==> config.mk <==
export PLATFORM = sky130hd
export DESIGN_NAME = rsr_radio_status
export DESIGN_NICKNAME = d
export VERILOG_FILES = /design/src/rsr_pkg.sv /design/src/rsr_radio_status.sv
export SDC_FILE = /design/constraint.sdc
export NUM_CORES = 1
export LEC_CHECK = 0
export BUFFER_PORTS_ARGS = -buffer_cell sky130_fd_sc_hd__buf_2
export CAP_MARGIN = 20
export CELL_PAD_IN_SITES_DETAIL_PLACEMENT = 1
export CELL_PAD_IN_SITES_GLOBAL_PLACEMENT = 1
export CORE_MARGIN = 2
export CORE_UTILIZATION = 34
export DETAILED_ROUTE_END_ITERATION = 10
export HOLD_SLACK_MARGIN = 0.1
export PLACE_DENSITY = 0.9
export SLEW_MARGIN = 25
export SYNTH_ARGS = -nofsm -noshare
export SYNTH_HDL_FRONTEND = slang
export SYNTH_SLANG_ARGS = --single-unit
export TNS_END_PERCENT = 1
==> constraint.sdc <==
create_clock -name clk_i -period 1.8 [get_ports clk_i]
set_clock_uncertainty 0.1 [all_clocks]
set_input_delay 0.36 -clock clk_i [delete_from_list [all_inputs] [get_ports clk_i]]
set_output_delay 0.36 -clock clk_i [all_outputs]
set_load 0.01 [all_outputs]
==> src/rsr_pkg.sv <==
// Constants shared by the radio status register bank
package rsr_pkg;

  // ----------------------------------------------------------------------
  // Register indices; byte address is four times the index
  // ----------------------------------------------------------------------
  localparam logic [15:0] IDX_SIGNAL_STRENGTH   = 16'hDF3A;
  localparam logic [15:0] IDX_CONTROLLER_STATE  = 16'hDF3B;
  localparam logic [15:0] IDX_PACKET_FLAGS      = 16'hDF3C;
  localparam logic [15:0] IDX_PLL_CAL_CURRENT   = 16'hDF3D;
  localparam logic [15:0] IDX_IRQ_STATUS        = 16'hDF3E;
  localparam logic [15:0] IDX_IRQ_MASK          = 16'hDF3F;

  // ----------------------------------------------------------------------
  // Reset values
  // ----------------------------------------------------------------------
  localparam logic [7:0] RST_SIGNAL_STRENGTH = 8'h80;
  localparam logic [4:0] RST_STATE_CODE      = 5'h01;
  localparam logic [7:0] RST_PLL_CAL_CURRENT = 8'h94;

  // ----------------------------------------------------------------------
  // Packet flag bit positions
  // ----------------------------------------------------------------------
  localparam int PF_CRC_MATCH    = 7;
  localparam int PF_CARRIER      = 6;
  localparam int PF_PREAMBLE     = 5;
  localparam int PF_CHANNEL      = 4;
  localparam int PF_SYNC_FRAMING = 3;

  // ----------------------------------------------------------------------
  // Controller state codes
  // ----------------------------------------------------------------------
  localparam logic [4:0] ST_SLEEP        = 5'h00;
  localparam logic [4:0] ST_IDLE         = 5'h01;
  localparam logic [4:0] ST_RX_FIRST     = 5'h0D;
  localparam logic [4:0] ST_RX_RESTART   = 5'h0F;
  localparam logic [4:0] ST_RX_LAST      = 5'h0F;
  localparam logic [4:0] ST_RX_OVERFLOW  = 5'h11;
  localparam logic [4:0] ST_TX_FIRST     = 5'h13;
  localparam logic [4:0] ST_TX_LAST      = 5'h14;
  localparam logic [4:0] ST_TX_UNDERFLOW = 5'h16;

  // ----------------------------------------------------------------------
  // Interrupt status bit positions
  // ----------------------------------------------------------------------
  localparam int IRQ_STATE_CHANGE = 0;
  localparam int IRQ_CRC_MATCH    = 1;
  localparam int IRQ_SYNC_SEEN    = 2;
  localparam int IRQ_PACKET_END   = 3;
  localparam int IRQ_SYNC_ABORT   = 4;
  localparam int IRQ_WIDTH        = 5;

  // Bus answer states
  typedef enum logic {RSR_BUS_IDLE, RSR_BUS_ANSWER} rsr_bus_type;

endpackage

==> src/rsr_radio_status.sv <==
// Radio status register bank with Avalon-MM slave and interrupt
module rsr_radio_status #(
  parameter int ADDR_W = 18
) (
  // Clock, reset, enable
  input  wire logic              clk_i,
  input  wire logic              rst_i,
  input  wire logic              ce_i,
  // Avalon-MM slave
  input  wire logic [ADDR_W-1:0] address_i,
  input  wire logic              read_i,
  input  wire logic              write_i,
  input  wire logic [31:0]       writedata_i,
  input  wire logic [3:0]        byteenable_i,
  output logic      [31:0]       readdata_o,
  output logic                   waitrequest_o,
  // Radio core status
  input  wire logic [7:0]        signal_strength_i,
  input  wire logic              signal_strength_update_i,
  input  wire logic [4:0]        controller_state_code_i,
  input  wire logic              crc_done_i,
  input  wire logic              crc_match_i,
  input  wire logic              carrier_sense_i,
  input  wire logic              preamble_quality_met_i,
  input  wire logic              channel_clear_i,
  input  wire logic              sync_word_i,
  input  wire logic              packet_end_i,
  input  wire logic              addr_reject_i,
  input  wire logic [7:0]        pll_cal_i,
  input  wire logic              pll_cal_update_i,
  // Interrupt
  output logic                   irq_o
);

  // ----------------------------------------------------------------------
  // Helpers
  // ----------------------------------------------------------------------
  function automatic logic hits(input logic [ADDR_W-1:0] addr,
                                input logic [15:0] idx);
    logic [ADDR_W+1:0] wide;
    wide = (ADDR_W+2)'({idx, 2'b00});
    return addr == wide[ADDR_W-1:0];
  endfunction

  function automatic logic in_rx(input logic [4:0] code);
    return code >= rsr_pkg::ST_RX_FIRST && code <= rsr_pkg::ST_RX_LAST;
  endfunction

  function automatic logic in_tx(input logic [4:0] code);
    return code >= rsr_pkg::ST_TX_FIRST && code <= rsr_pkg::ST_TX_LAST;
  endfunction

  // ----------------------------------------------------------------------
  // Storage
  // ----------------------------------------------------------------------
  rsr_pkg::rsr_bus_type bus_reg;
  logic [7:0]  signal_strength_reg;
  logic [4:0]  state_reg;
  logic        crc_reg;
  logic        carrier_reg;
  logic        preamble_reg;
  logic        channel_reg;
  logic        sync_reg;
  logic [7:0]  pll_reg;
  logic [rsr_pkg::IRQ_WIDTH-1:0] status_reg;
  logic [rsr_pkg::IRQ_WIDTH-1:0] mask_reg;
  logic [31:0] rdata_reg;

  logic        crc_next;
  logic        sync_next;
  logic [rsr_pkg::IRQ_WIDTH-1:0] status_next;
  logic [rsr_pkg::IRQ_WIDTH-1:0] mask_next;

  // ----------------------------------------------------------------------
  // Bus decode
  // ----------------------------------------------------------------------
  wire req        = read_i | write_i;
  wire answering  = bus_reg == rsr_pkg::RSR_BUS_ANSWER;
  wire commit     = ce_i & answering;
  wire wr_commit  = commit & write_i & byteenable_i[0];
  wire sel_signal_strength   = hits(address_i, rsr_pkg::IDX_SIGNAL_STRENGTH);
  wire sel_state  = hits(address_i, rsr_pkg::IDX_CONTROLLER_STATE);
  wire sel_flags  = hits(address_i, rsr_pkg::IDX_PACKET_FLAGS);
  wire sel_pll    = hits(address_i, rsr_pkg::IDX_PLL_CAL_CURRENT);
  wire sel_status = hits(address_i, rsr_pkg::IDX_IRQ_STATUS);
  wire sel_mask   = hits(address_i, rsr_pkg::IDX_IRQ_MASK);

  // One wait cycle per access; the data register loads in that cycle
  assign waitrequest_o = req & ~commit;
  assign readdata_o    = rdata_reg;

  // ----------------------------------------------------------------------
  // Packet flag assembly
  // ----------------------------------------------------------------------
  wire [7:0] flags_word = {crc_reg, carrier_reg, preamble_reg,
                           channel_reg, sync_reg, 3'h0};
  wire [7:0] state_word = {3'h0, state_reg};

  wire [31:0] read_mux =
    sel_signal_strength   ? {24'h000000, signal_strength_reg}   :
    sel_state  ? {24'h000000, state_word} :
    sel_flags  ? {24'h000000, flags_word} :
    sel_pll    ? {24'h000000, pll_reg}    :
    sel_status ? {27'h0000000, status_reg} :
    sel_mask   ? {27'h0000000, mask_reg}  : 32'h00000000;

  // ----------------------------------------------------------------------
  // State transitions seen by the flags
  // ----------------------------------------------------------------------
  wire [4:0] code       = controller_state_code_i;
  wire       changed    = code != state_reg;
  wire       enter_rx   = changed & in_rx(code) & ~in_rx(state_reg);
  wire       restart_rx = changed & code == rsr_pkg::ST_RX_RESTART;
  wire       enter_ovf  = changed & code == rsr_pkg::ST_RX_OVERFLOW;
  wire       enter_unf  = changed & code == rsr_pkg::ST_TX_UNDERFLOW;

  // Early sync drop: reject only counts while receiving
  wire rx_abort = (addr_reject_i & in_rx(state_reg)) | enter_ovf;
  wire tx_abort = enter_unf & in_tx(state_reg);
  wire sync_off = packet_end_i | rx_abort | tx_abort;

  // A result arriving with the receive entry is kept: set wins
  always_comb
  begin
    crc_next = crc_reg;
    if (enter_rx | restart_rx)
    begin
      crc_next = 1'b0;
    end
    if (crc_done_i)
    begin
      crc_next = crc_match_i;
    end
  end

  always_comb
  begin
    sync_next = sync_reg;
    if (sync_off)
    begin
      sync_next = 1'b0;
    end
    if (sync_word_i)
    begin
      sync_next = 1'b1;
    end
  end

  // ----------------------------------------------------------------------
  // Interrupt status, write one to clear, event wins over clear
  // ----------------------------------------------------------------------
  wire [rsr_pkg::IRQ_WIDTH-1:0] events;
  assign events[rsr_pkg::IRQ_STATE_CHANGE] = changed;
  assign events[rsr_pkg::IRQ_CRC_MATCH]    = crc_done_i & crc_match_i;
  assign events[rsr_pkg::IRQ_SYNC_SEEN]    = sync_word_i;
  assign events[rsr_pkg::IRQ_PACKET_END]   = packet_end_i & sync_reg;
  assign events[rsr_pkg::IRQ_SYNC_ABORT]   = (rx_abort | tx_abort)
                                             & sync_reg;

  wire [rsr_pkg::IRQ_WIDTH-1:0] w1c =
    (wr_commit & sel_status) ? writedata_i[rsr_pkg::IRQ_WIDTH-1:0]
                             : '0;

  assign status_next = (status_reg & ~w1c) | events;
  assign mask_next   = (wr_commit & sel_mask)
                       ? writedata_i[rsr_pkg::IRQ_WIDTH-1:0] : mask_reg;
  assign irq_o       = |(status_reg & mask_reg);

  // ----------------------------------------------------------------------
  // Bus sequencing
  // ----------------------------------------------------------------------
  always_ff @(posedge clk_i or posedge rst_i)
  begin
    if (rst_i)
    begin
      bus_reg   <= rsr_pkg::RSR_BUS_IDLE;
      rdata_reg <= 32'h00000000;
    end
    else if (ce_i)
    begin
      case (bus_reg)
        rsr_pkg::RSR_BUS_IDLE:
        begin
          if (req)
          begin
            bus_reg   <= rsr_pkg::RSR_BUS_ANSWER;
            rdata_reg <= read_i ? read_mux : 32'h00000000;
          end
        end
        rsr_pkg::RSR_BUS_ANSWER:
        begin
          bus_reg <= rsr_pkg::RSR_BUS_IDLE;
        end
        default:
        begin
          bus_reg <= rsr_pkg::RSR_BUS_IDLE;
        end
      endcase
    end
  end

  // ----------------------------------------------------------------------
  // Sampled radio values; software writes never reach them
  // ----------------------------------------------------------------------
  always_ff @(posedge clk_i or posedge rst_i)
  begin
    if (rst_i)
    begin
      signal_strength_reg <= rsr_pkg::RST_SIGNAL_STRENGTH;
      pll_reg  <= rsr_pkg::RST_PLL_CAL_CURRENT;
    end
    else if (ce_i)
    begin
      if (signal_strength_update_i)
      begin
        signal_strength_reg <= signal_strength_i;
      end
      if (pll_cal_update_i)
      begin
        pll_reg <= pll_cal_i;
      end
    end
  end

  // Codes pass unchanged, so every documented code reads as issued
  always_ff @(posedge clk_i or posedge rst_i)
  begin
    if (rst_i)
    begin
      state_reg <= rsr_pkg::RST_STATE_CODE;
    end
    else if (ce_i)
    begin
      state_reg <= code;
    end
  end

  // Live indications are registered for a clean bus read
  always_ff @(posedge clk_i or posedge rst_i)
  begin
    if (rst_i)
    begin
      carrier_reg  <= 1'b0;
      preamble_reg <= 1'b0;
      channel_reg  <= 1'b0;
      crc_reg      <= 1'b0;
      sync_reg     <= 1'b0;
    end
    else if (ce_i)
    begin
      carrier_reg  <= carrier_sense_i;
      preamble_reg <= preamble_quality_met_i;
      channel_reg  <= channel_clear_i;
      crc_reg      <= crc_next;
      sync_reg     <= sync_next;
    end
  end

  always_ff @(posedge clk_i or posedge rst_i)
  begin
    if (rst_i)
    begin
      status_reg <= '0;
      mask_reg   <= '0;
    end
    else if (ce_i)
    begin
      status_reg <= status_next;
      mask_reg   <= mask_next;
    end
  end

endmodule

==> impl_metrics.ini, run 1 <==
[sta]
final_hold_viol_count = 0
layout_min_cycle_time_ns = 1.76
finalCritPeriodShare_pct = 97.7
rsz0062_at_grt = true
slew_headroom_pct = 62.3
worst_pin_slew_ns = 0.565
setup-violations-final = 0
tns_ns = 0
fmax_mhz = 569
maxSlewViolCount = 0

[synthesis]
synth_top_cell_by_area = dfrtp_1
seq_area_frac_synth_pct = 45.1
synth_common_cells = dfrtp_1 (40), mux2_2 (31), buf_4 (24)
synth_ff_type = dfrtp_1
async_flop_share_pct = 100
yosysTopAreaCellShare_pct = 39.9
syn_avg_cell_area_um2 = 11.1
synth_cell_type_count = 48
ys_top_cells_by_area = dfrtp_1 (40%), mux2_2 (14%), buf_4 (7.2%), dfstp_2 (5.2%), nand2_1 (3.1%)
synth_cells = 227
ys_seq_elements = 45
syn_area_mm2 = 0.00251
yosys_warnings = 0
synth-edff-count = 0
yosysMostFrequentCell = dfrtp_1

[clock_tree]
cts_tree = done
htreeDepth = 2
clk_latency_ns = 0.30
numCtsBuffers = 5
clkTransAtPathRegs_ns = 0.09
ctsHoldBuffers = 0
clkSinkCount = 45
ctsRootBufferMaster = clkbuf_8
clockBufferDepth = 2

[cells_and_area]
nNetsFinal = 403
antennaDiodeCount = 0
fillers = 845
fin_util_pct = 43.0
multi_input_area_mm2 = 0.00126
layout-drive-gt1-share_pct = 44.9
register_area_mm2 = 0.00113
syn_to_final_growth_pct = 23.7

[worst_setup_path]
critPathMaxFanout = 3
cp.required_ns = 1.34
worstPathCellList = a222oi_1, nand2_1, buf_2
worstReg2RegStart = answering
cp-start-kind = flip-flop
slowest_delay_ns = 0.41
crit_type = reg -> out
crit_path_end_kind = primary output
crit_arrival_ns = 1.30
cp.buffers_inverters = 1
critical_path.slowest_cell = dfrtp_1
cp_top_family = flip-flops
cp-startpoint = mask_reg[4]

[die]
start_util_pct = 34.8
die_area_mm2 = 0.00808
row_count = 31
core_mm2 = 0.00721
fp.dieW_um = 89.9
io_pins = 124
fp.dieH_um = 89.9

[global_route]
grt_pass1_vias = 2214
grt_max_degree = 46
grt_pass1_wl_um = 11000
grtUsageTotal_pct = 16.9
overflow = 0
antenna_found_initial = 0

[run]
drv_cap = 0

[placement]
portBuffers = 69
hpwl_um = 5380
gp_congestion = 0.824

[min_path]
hp-class = in -> async

[detailed_routing]
drt-pass1-iter-count = 4
routed_via_density = 4.99
drc_errors = 0
route.detailed.wl_per_inst_um = 16.4
vias = 2062
drt_iter0_drc = 66
wirelength_um = 6770
antenna_left = 0

[pwr]
cellPowerDensity_mw_per_mm2 = 711
ir_drop_uv = 257
power.leakage_uw = 0.00145

[outcome]
status = complete, no violations
[cell type report]
class,count,area share [%]
multi-input combinational,172,40.6
sequential,45,36.5
timing repair buffer,85,15.4
tap,99,3.99
clock buffer,5,2.22
clock inverter,3,0.806
inverter,4,0.484
[repair_timing]
action	in CTS	in global routing
endpoints found under the setup margin	0	4
buffers inserted	0	0
resized for setup	0	3
[logic make-up (layout without fill, tap and decap cells)]
kind of cell | after synthesis | count (layout) | synth area share, %
adder cells (fa/ha/maj) | 1 | 1 | 0.399
flip-flops | 45 | 45 | 45.1
multiplexers | 36 | 36 | 15.9
buffers and inverters | 33 | 97 | 8.63
other | 1 | 24 | 0.149
XOR/XNOR | 5 | 5 | 1.75
AO/OA/AOI/OAI | 39 | 39 | 11.7
AND/OR/NAND/NOR | 67 | 67 | 16.4
[power by group]
part | internal (uW) | leakage, uW | switching (uW) | total, uW
logic | 190 | 0.000864 | 183 | 373
clock network | 280 | 0.0000447 | 371 | 652
registers | 1110 | 0.000538 | 72.1 | 1180
total | 1580 | 0.00145 | 627 | 2210
[tightest hold or removal path, cell delays in order]
cell and delay, ns:
buf_2 0.09, inv_1 0.04, buf_4 0.46
[placed cells by master (no fill, tap or decap), drive strengths merged, types with 2 or more instances in the layout]
cell type and count:
or2 2, a221o 3, or3 2, a32o 2, a22o 7, nor2b 3
nand3 5, xor2 2, and3 3, nor2 5, nand2b 5, o211ai 2
a21o 2, conb 24, inv 5, nor4 6, a21oi 3, nand2 22
o31ai 3, dfrtp 40, o21ai 7, a2bb2oi 2, mux2 31, dfstp 5
buf 85, a22oi 4, nor3 7, clkbuf 5, xnor2 3, mux2i 5
[metrics by stage]
step | power [uW] | instance area (um^2) | setup WS (ns) | cells | hold slack (ns)
2_1_floorplan | 1430 | 2590 | 0.0228 | 250 | 0.373
3_3_place_gp | 1550 | 3000 | -0.141 | 405 | 0.367
3_5_place_dp | 1570 | 3000 | -0.180 | 405 | 0.372
4_1_cts | 2220 | 3090 | 0.00552 | 413 | 0.110
5_1_grt | 2320 | 3100 | -0.0168 | 413 | 0.154
6_report | 2210 | 3100 | 0.0419 | 413 | 0.0853
[worst paths after layout]
| check | end | slack (ns) | depth (start not counted) |
|---|---|---|---|
| max in group asynchronous | pll_reg[0] | 1.13 | 3 |
| worst min register to register | readdata_o[1] | 0.39 | 2 |
| worst max register to register | readdata_o[7] | 0.11 | 5 |
| worst max-delay path | irq_o | 0.04 | 3 |
| min in group clk_i | carrier_reg | 0.18 | 2 |
| worst min-delay path | state_reg[3] | 0.09 | 3 |
[routing by layer]
metal  global-route usage (%)  part of all wire [%]  vias to the layer above
li1                         -                     -                      956
met1                     19.7                    41                     1032
met2                     31.0                    52                       63
met3                     3.94                   5.2                       11
met4                     5.00                   1.6                        0
met5                        0                     0                        -
Power figures use the tool's default switching activity.
==> run 2, diff against run 1 <==
- SETUP_SLACK_MARGIN: default -> 0.1
==> run 2 against run 1 <==
Against the previous run: non-clock buffer count increased by 3; global-route usage increased by 0.65 points; core utilization increased by 1.3 points; clock-buffer cell count increased by 2; first-iteration DRC count decreased by 7.6%; total power decreased by 0.24%; via count increased by 2.2%; combinational power increased by 6.2%; die area unchanged; critical path type unchanged; largest cell class unchanged.
==> impl_metrics.ini, run 2 (synthesis gave the netlist of run 1 again) <==
[die]
io_pins = 124
fp.dieH_um = 89.9
row_count = 31
die_area_mm2 = 0.00808
fp.dieW_um = 89.9
core_mm2 = 0.00721
start_util_pct = 34.8

[cells_and_area]
fillers = 843
final_cells = 416
layout-drive-gt1-share_pct = 48.3
final_common_cell = buf_2
syn_to_final_growth_pct = 27.5
stdcell_area_mm2 = 0.00320
layout_common_cells = buf_2 (69), dfrtp_1 (39), mux2_2 (31), conb_1 (24), nand2_1 (21)
antennaDiodeCount = 0
nNetsFinal = 406

[global_route]
grt_pass1_wl_um = 11400
gr-usage-met2_pct = 31.1
grt_pass1_vias = 2312
antenna_found_initial = 0
gr-usage-met3_pct = 4.78
overflow = 0
grt_max_degree = 46
top_usage_layer = met2
grtUsageTotal_pct = 17.6
use_met1_pct = 21.1

[detailed_routing]
drt-pass1-iter-count = 4
antenna_left = 0
route.detailed.wl_per_inst_um = 16.9
drt_iter0_drc = 61
drc_errors = 0
routed_via_density = 5.07
vias = 2108
wirelength_um = 7050

[min_path]
hp-class = in -> async

[worst_setup_path]
cp-start-kind = flip-flop
crit_path_end_kind = primary output
cp.required_ns = 1.34
r2r_setup_slack_ns = 0.09
critPathMaxFanout = 2
crit_arrival_ns = 1.32
crit_type = reg -> out

[clock_tree]
htreeDepth = 2
ctsHoldBuffers = 0
clk_latency_ns = 0.30
numCtsBuffers = 5
cts_tree = done
clockBufferDepth = 2
clkTransAtPathRegs_ns = 0.08
clkSinkCount = 45
ctsRootBufferMaster = clkbuf_8

[placement]
place_area_mm2 = 0.00300
portBuffers = 69
gp_congestion = 0.825
pre_cts_slack_ns = -0.237
placedCellCount = 404
hpwl_um = 5370

[sta]
worst_pin_slew_ns = 0.590
finalCritPeriodShare_pct = 99.1
slew_headroom_pct = 60.7
layout_min_cycle_time_ns = 1.78
final_hold_viol_count = 0
tns_ns = 0
fmax_mhz = 560
rsz0062_at_grt = true
maxSlewViolCount = 0
timing.final.ws_setup_ns = 0.0157
setup-violations-final = 0

[pwr]
power.leakage_uw = 0.00148
cellPowerDensity_mw_per_mm2 = 688
ir_drop_uv = 273

[outcome]
status = complete, no violations

[run]
drv_cap = 0
==> run 2: cell count changes in the layout (fill, tap and decap cells not counted), moves of 2 or more <==
cell | previous run | this run
nor4_2 | 0 | 2
nor2_1 | 4 | 2
buf_6 | 0 | 2
o21ai_0 | 6 | 3
nor2_2 | 1 | 3
clkbuf_1 | 0 | 2
nand3_2 | 0 | 3
nor4_1 | 4 | 1
o21ai_1 | 1 | 4
nand3_1 | 5 | 2
==> run 2: worst max-delay path: stages, from the launching register on <==
cell      delay, ns
dfrtp_1        0.39
a222oi_1       0.38
nand2_1        0.10
buf_2          0.15
==> run 2: layer usage <==
metal  up-vias  share of wire [%]
li1        964                  -
met1      1046                 39
met2        86                 53
met3        12                6.6
met4         0                1.5
met5         -                  0
==> run 2: stage by stage <==
step / power [uW] / util [%] / hold slack (ns)
6_report: 2200 / 44.3 / 0.0977
5_1_grt: 2310 / 44.3 / 0.168
4_1_cts: 2200 / 43.1 / 0.124
3_5_place_dp: 1570 / 41.6 / 0.381
3_3_place_gp: 1550 / 41.6 / 0.367
2_1_floorplan: 1430 / - / 0.373
==> run 2: what timing repair did <==
action                     in CTS  in global routing
buffers inserted                3                  1
gates resized for setup         0                 21
gates cloned                    0                  0
pin swaps                       1                 10
setup endpoints to repair       7                 12
==> run 2: worst paths after layout <==
check	start	endpoint	cells after the start
setup / recovery	mask_reg[4]	irq_o	3
hold / removal	rst_i	state_reg[3]	3
setup reg to reg	answering	readdata_o[4]	6
hold reg to reg	readdata_o[1]	readdata_o[1]	2
max in group asynchronous	rst_i	state_reg[1]	3
min in group clk_i	signal_strength_i[2]	signal_strength_reg[2]	2
==> run 2: report_power, final <==
part,internal (uW),switching [uW]
clock,275,347
combinational,201,195
sequential,1110,72.4
==> run 2: layout make-up <==
| class | count | area (um^2) | area share, % |
|---|---|---|---|
| clock buffers | 7 | 76.3 | 2.39 |
| clock inverters | 1 | 7.51 | 0.235 |
| inverters | 4 | 15.0 | 0.469 |
| flip-flops and latches | 45 | 1130 | 35.4 |
| multi-input cells | 172 | 1320 | 41.3 |
| repair buffers | 88 | 520 | 16.3 |
| well taps | 99 | 124 | 3.87 |
==> run 3, diff against run 2 <==
- ABC_CLOCK_PERIOD_IN_PS: default -> 1800
- CTS_BUF_LIST: default -> sky130_fd_sc_hd__clkbuf_16
- HOLD_SLACK_MARGIN: 0.1 -> default
==> run 3 against run 2 <==
Against the previous run: global-route usage increased by 0.26 points; highest routed layer unchanged; sequential cell count did not move; core utilization up 0.069 points; worst setup slack better by 0.022 ns.
==> impl_metrics.ini, run 3 (synthesis gave the netlist of run 1 again) <==
[clock_tree]
ctsHoldBuffers = 0
htreeDepth = 2
clk_latency_ns = 0.28
clkTransAtPathRegs_ns = 0.06
clockBufferDepth = 2
clkSinkCount = 45
numCtsBuffers = 5
ctsRootBufferMaster = clkbuf_16
cts_tree = done

[global_route]
antenna_found_initial = 0
grt_pass1_vias = 2294
grt_pass1_wl_um = 11500
grtUsageTotal_pct = 17.8
overflow = 0
grt_max_degree = 46

[detailed_routing]
drt-pass1-iter-count = 4
vias = 2099
wl_met3_um = 415
route.met2.wl_um = 3700
wirelength_um = 7120
routed_via_density = 5.03
drt-met1-wl_um = 2930
drt_iter0_drc = 92
antenna_left = 0
route.detailed.wl_per_inst_um = 17.1
drc_errors = 0
dr.max_layer_used = met4

[worst_setup_path]
slowest_delay_ns = 0.39
crit_type = reg -> out
crit_arrival_ns = 1.30
cp-startpoint = mask_reg[4]
rr_worst_depth = 5
r2r_setup_slack_ns = 0.09
critPathCapture = irq_o
critical_path.slowest_cell = dfrtp_1
cp.required_ns = 1.34
critPathMaxFanout = 2
worstReg2RegEnd = sync_reg
cp-start-kind = flip-flop
worstReg2RegStart = state_reg[1]
crit_path_end_kind = primary output
worstPathCellList = a222oi_1, nand2_1, buf_2

[cells_and_area]
layout-drive-gt1-share_pct = 45.6
final_common_cell = buf_2
multi_input_area_mm2 = 0.00127
final_cells = 417
layout_common_cells = buf_2 (69), dfrtp_1 (40), mux2_2 (31), conb_1 (24), nand2_1 (21)
antennaDiodeCount = 0
nNetsFinal = 407
syn_to_final_growth_pct = 27.7
fillers = 848
register_area_mm2 = 0.00113

[pwr]
cellPowerDensity_mw_per_mm2 = 765
ir_drop_uv = 346
power.leakage_uw = 0.00150

[outcome]
status = complete, no violations

[min_path]
hp-class = in -> async

[sta]
tns_ns = 0
worst_pin_slew_ns = 0.588
fin_hold_ws_ns = 0.125
slew_headroom_pct = 60.8
setup-violations-final = 0
finalCritPeriodShare_pct = 97.9
maxSlewViolCount = 0
layout_min_cycle_time_ns = 1.76
final_hold_viol_count = 0
rsz0062_at_grt = true
fmax_mhz = 567

[run]
drv_cap = 0

[placement]
portBuffers = 69
placedCellCount = 404
gp_congestion = 0.825
hpwl_um = 5370

[die]
die_area_mm2 = 0.00808
row_count = 31
core_mm2 = 0.00721
fp.dieW_um = 89.9
fp.dieH_um = 89.9
start_util_pct = 34.8
io_pins = 124
run 3: cell types whose count changed in the layout (fill, tap and decap cells not counted), sizes merged:
cell / delta
buf: +1
inv: +2
clkbuf: -2
run 3: stage by stage:
stage / setup WS, ns / total power, uW / cell area [um^2] / util, %
after CTS: 0.0375 / 2470 / 3170 / 43.9
after floorplan: 0.0824 / 1430 / 2590 / -
after global placement: -0.158 / 1550 / 3000 / 41.6
after global routing: -0.0313 / 2560 / 3200 / 44.4
after detailed placement: -0.237 / 1570 / 3000 / 41.6
final: 0.0375 / 2450 / 3200 / 44.4
run 3: worst min path at each step:
stage | start | end | slack [ns] | cells after the start
after floorplan | status_reg[1] | status_reg[1] | 0.37 | 1
after global placement | readdata_o[1] | readdata_o[1] | 0.37 | 2
after detailed placement | readdata_o[1] | readdata_o[1] | 0.38 | 2
after CTS | rst_i | answering | 0.15 | 3
after global routing | rst_i | state_reg[3] | 0.19 | 3
final | rst_i | state_reg[3] | 0.12 | 3
run 3: per-layer routing:
| layer | GRT usage [%] | vias to the layer above |
|---|---|---|
| met1 | 21.4 | 1051 |
| met2 | 31.8 | 72 |
| met3 | 4.86 | 8 |
| li1 | - | 968 |
| met5 | 0 | - |
| met4 | 4.49 | 0 |
run 3: final cells by class:
cell class	count	area share, %
inverter	4	0.469
clock buffer	5	3.91
multi-input combinational	172	39.7
tap	99	3.87
timing repair buffer	89	16.3
sequential	45	35.4
clock inverter	3	0.469
run 3: power by group:
part | total [uW] | leakage (uW) | switching, uW | internal (uW)
logic | 391 | 0.000893 | 192 | 199
registers | 1180 | 0.000538 | 71.1 | 1110
clock network | 876 | 0.0000724 | 371 | 504
total | 2450 | 0.00150 | 635 | 1810
run 3: what timing repair did:
action                     4_1_cts  5_1_grt
pin swaps                        2        3
setup endpoints to repair        7       15
resized for setup                1        5
buffers inserted                 3        2
run 3: critical path: cells and delay by family, from the launching register on:
kind	cells	cell delay, ns
AO/OA/AOI/OAI	1	0.38
buffers and inverters	1	0.15
flip-flops	1	0.39
AND/OR/NAND/NOR	1	0.10
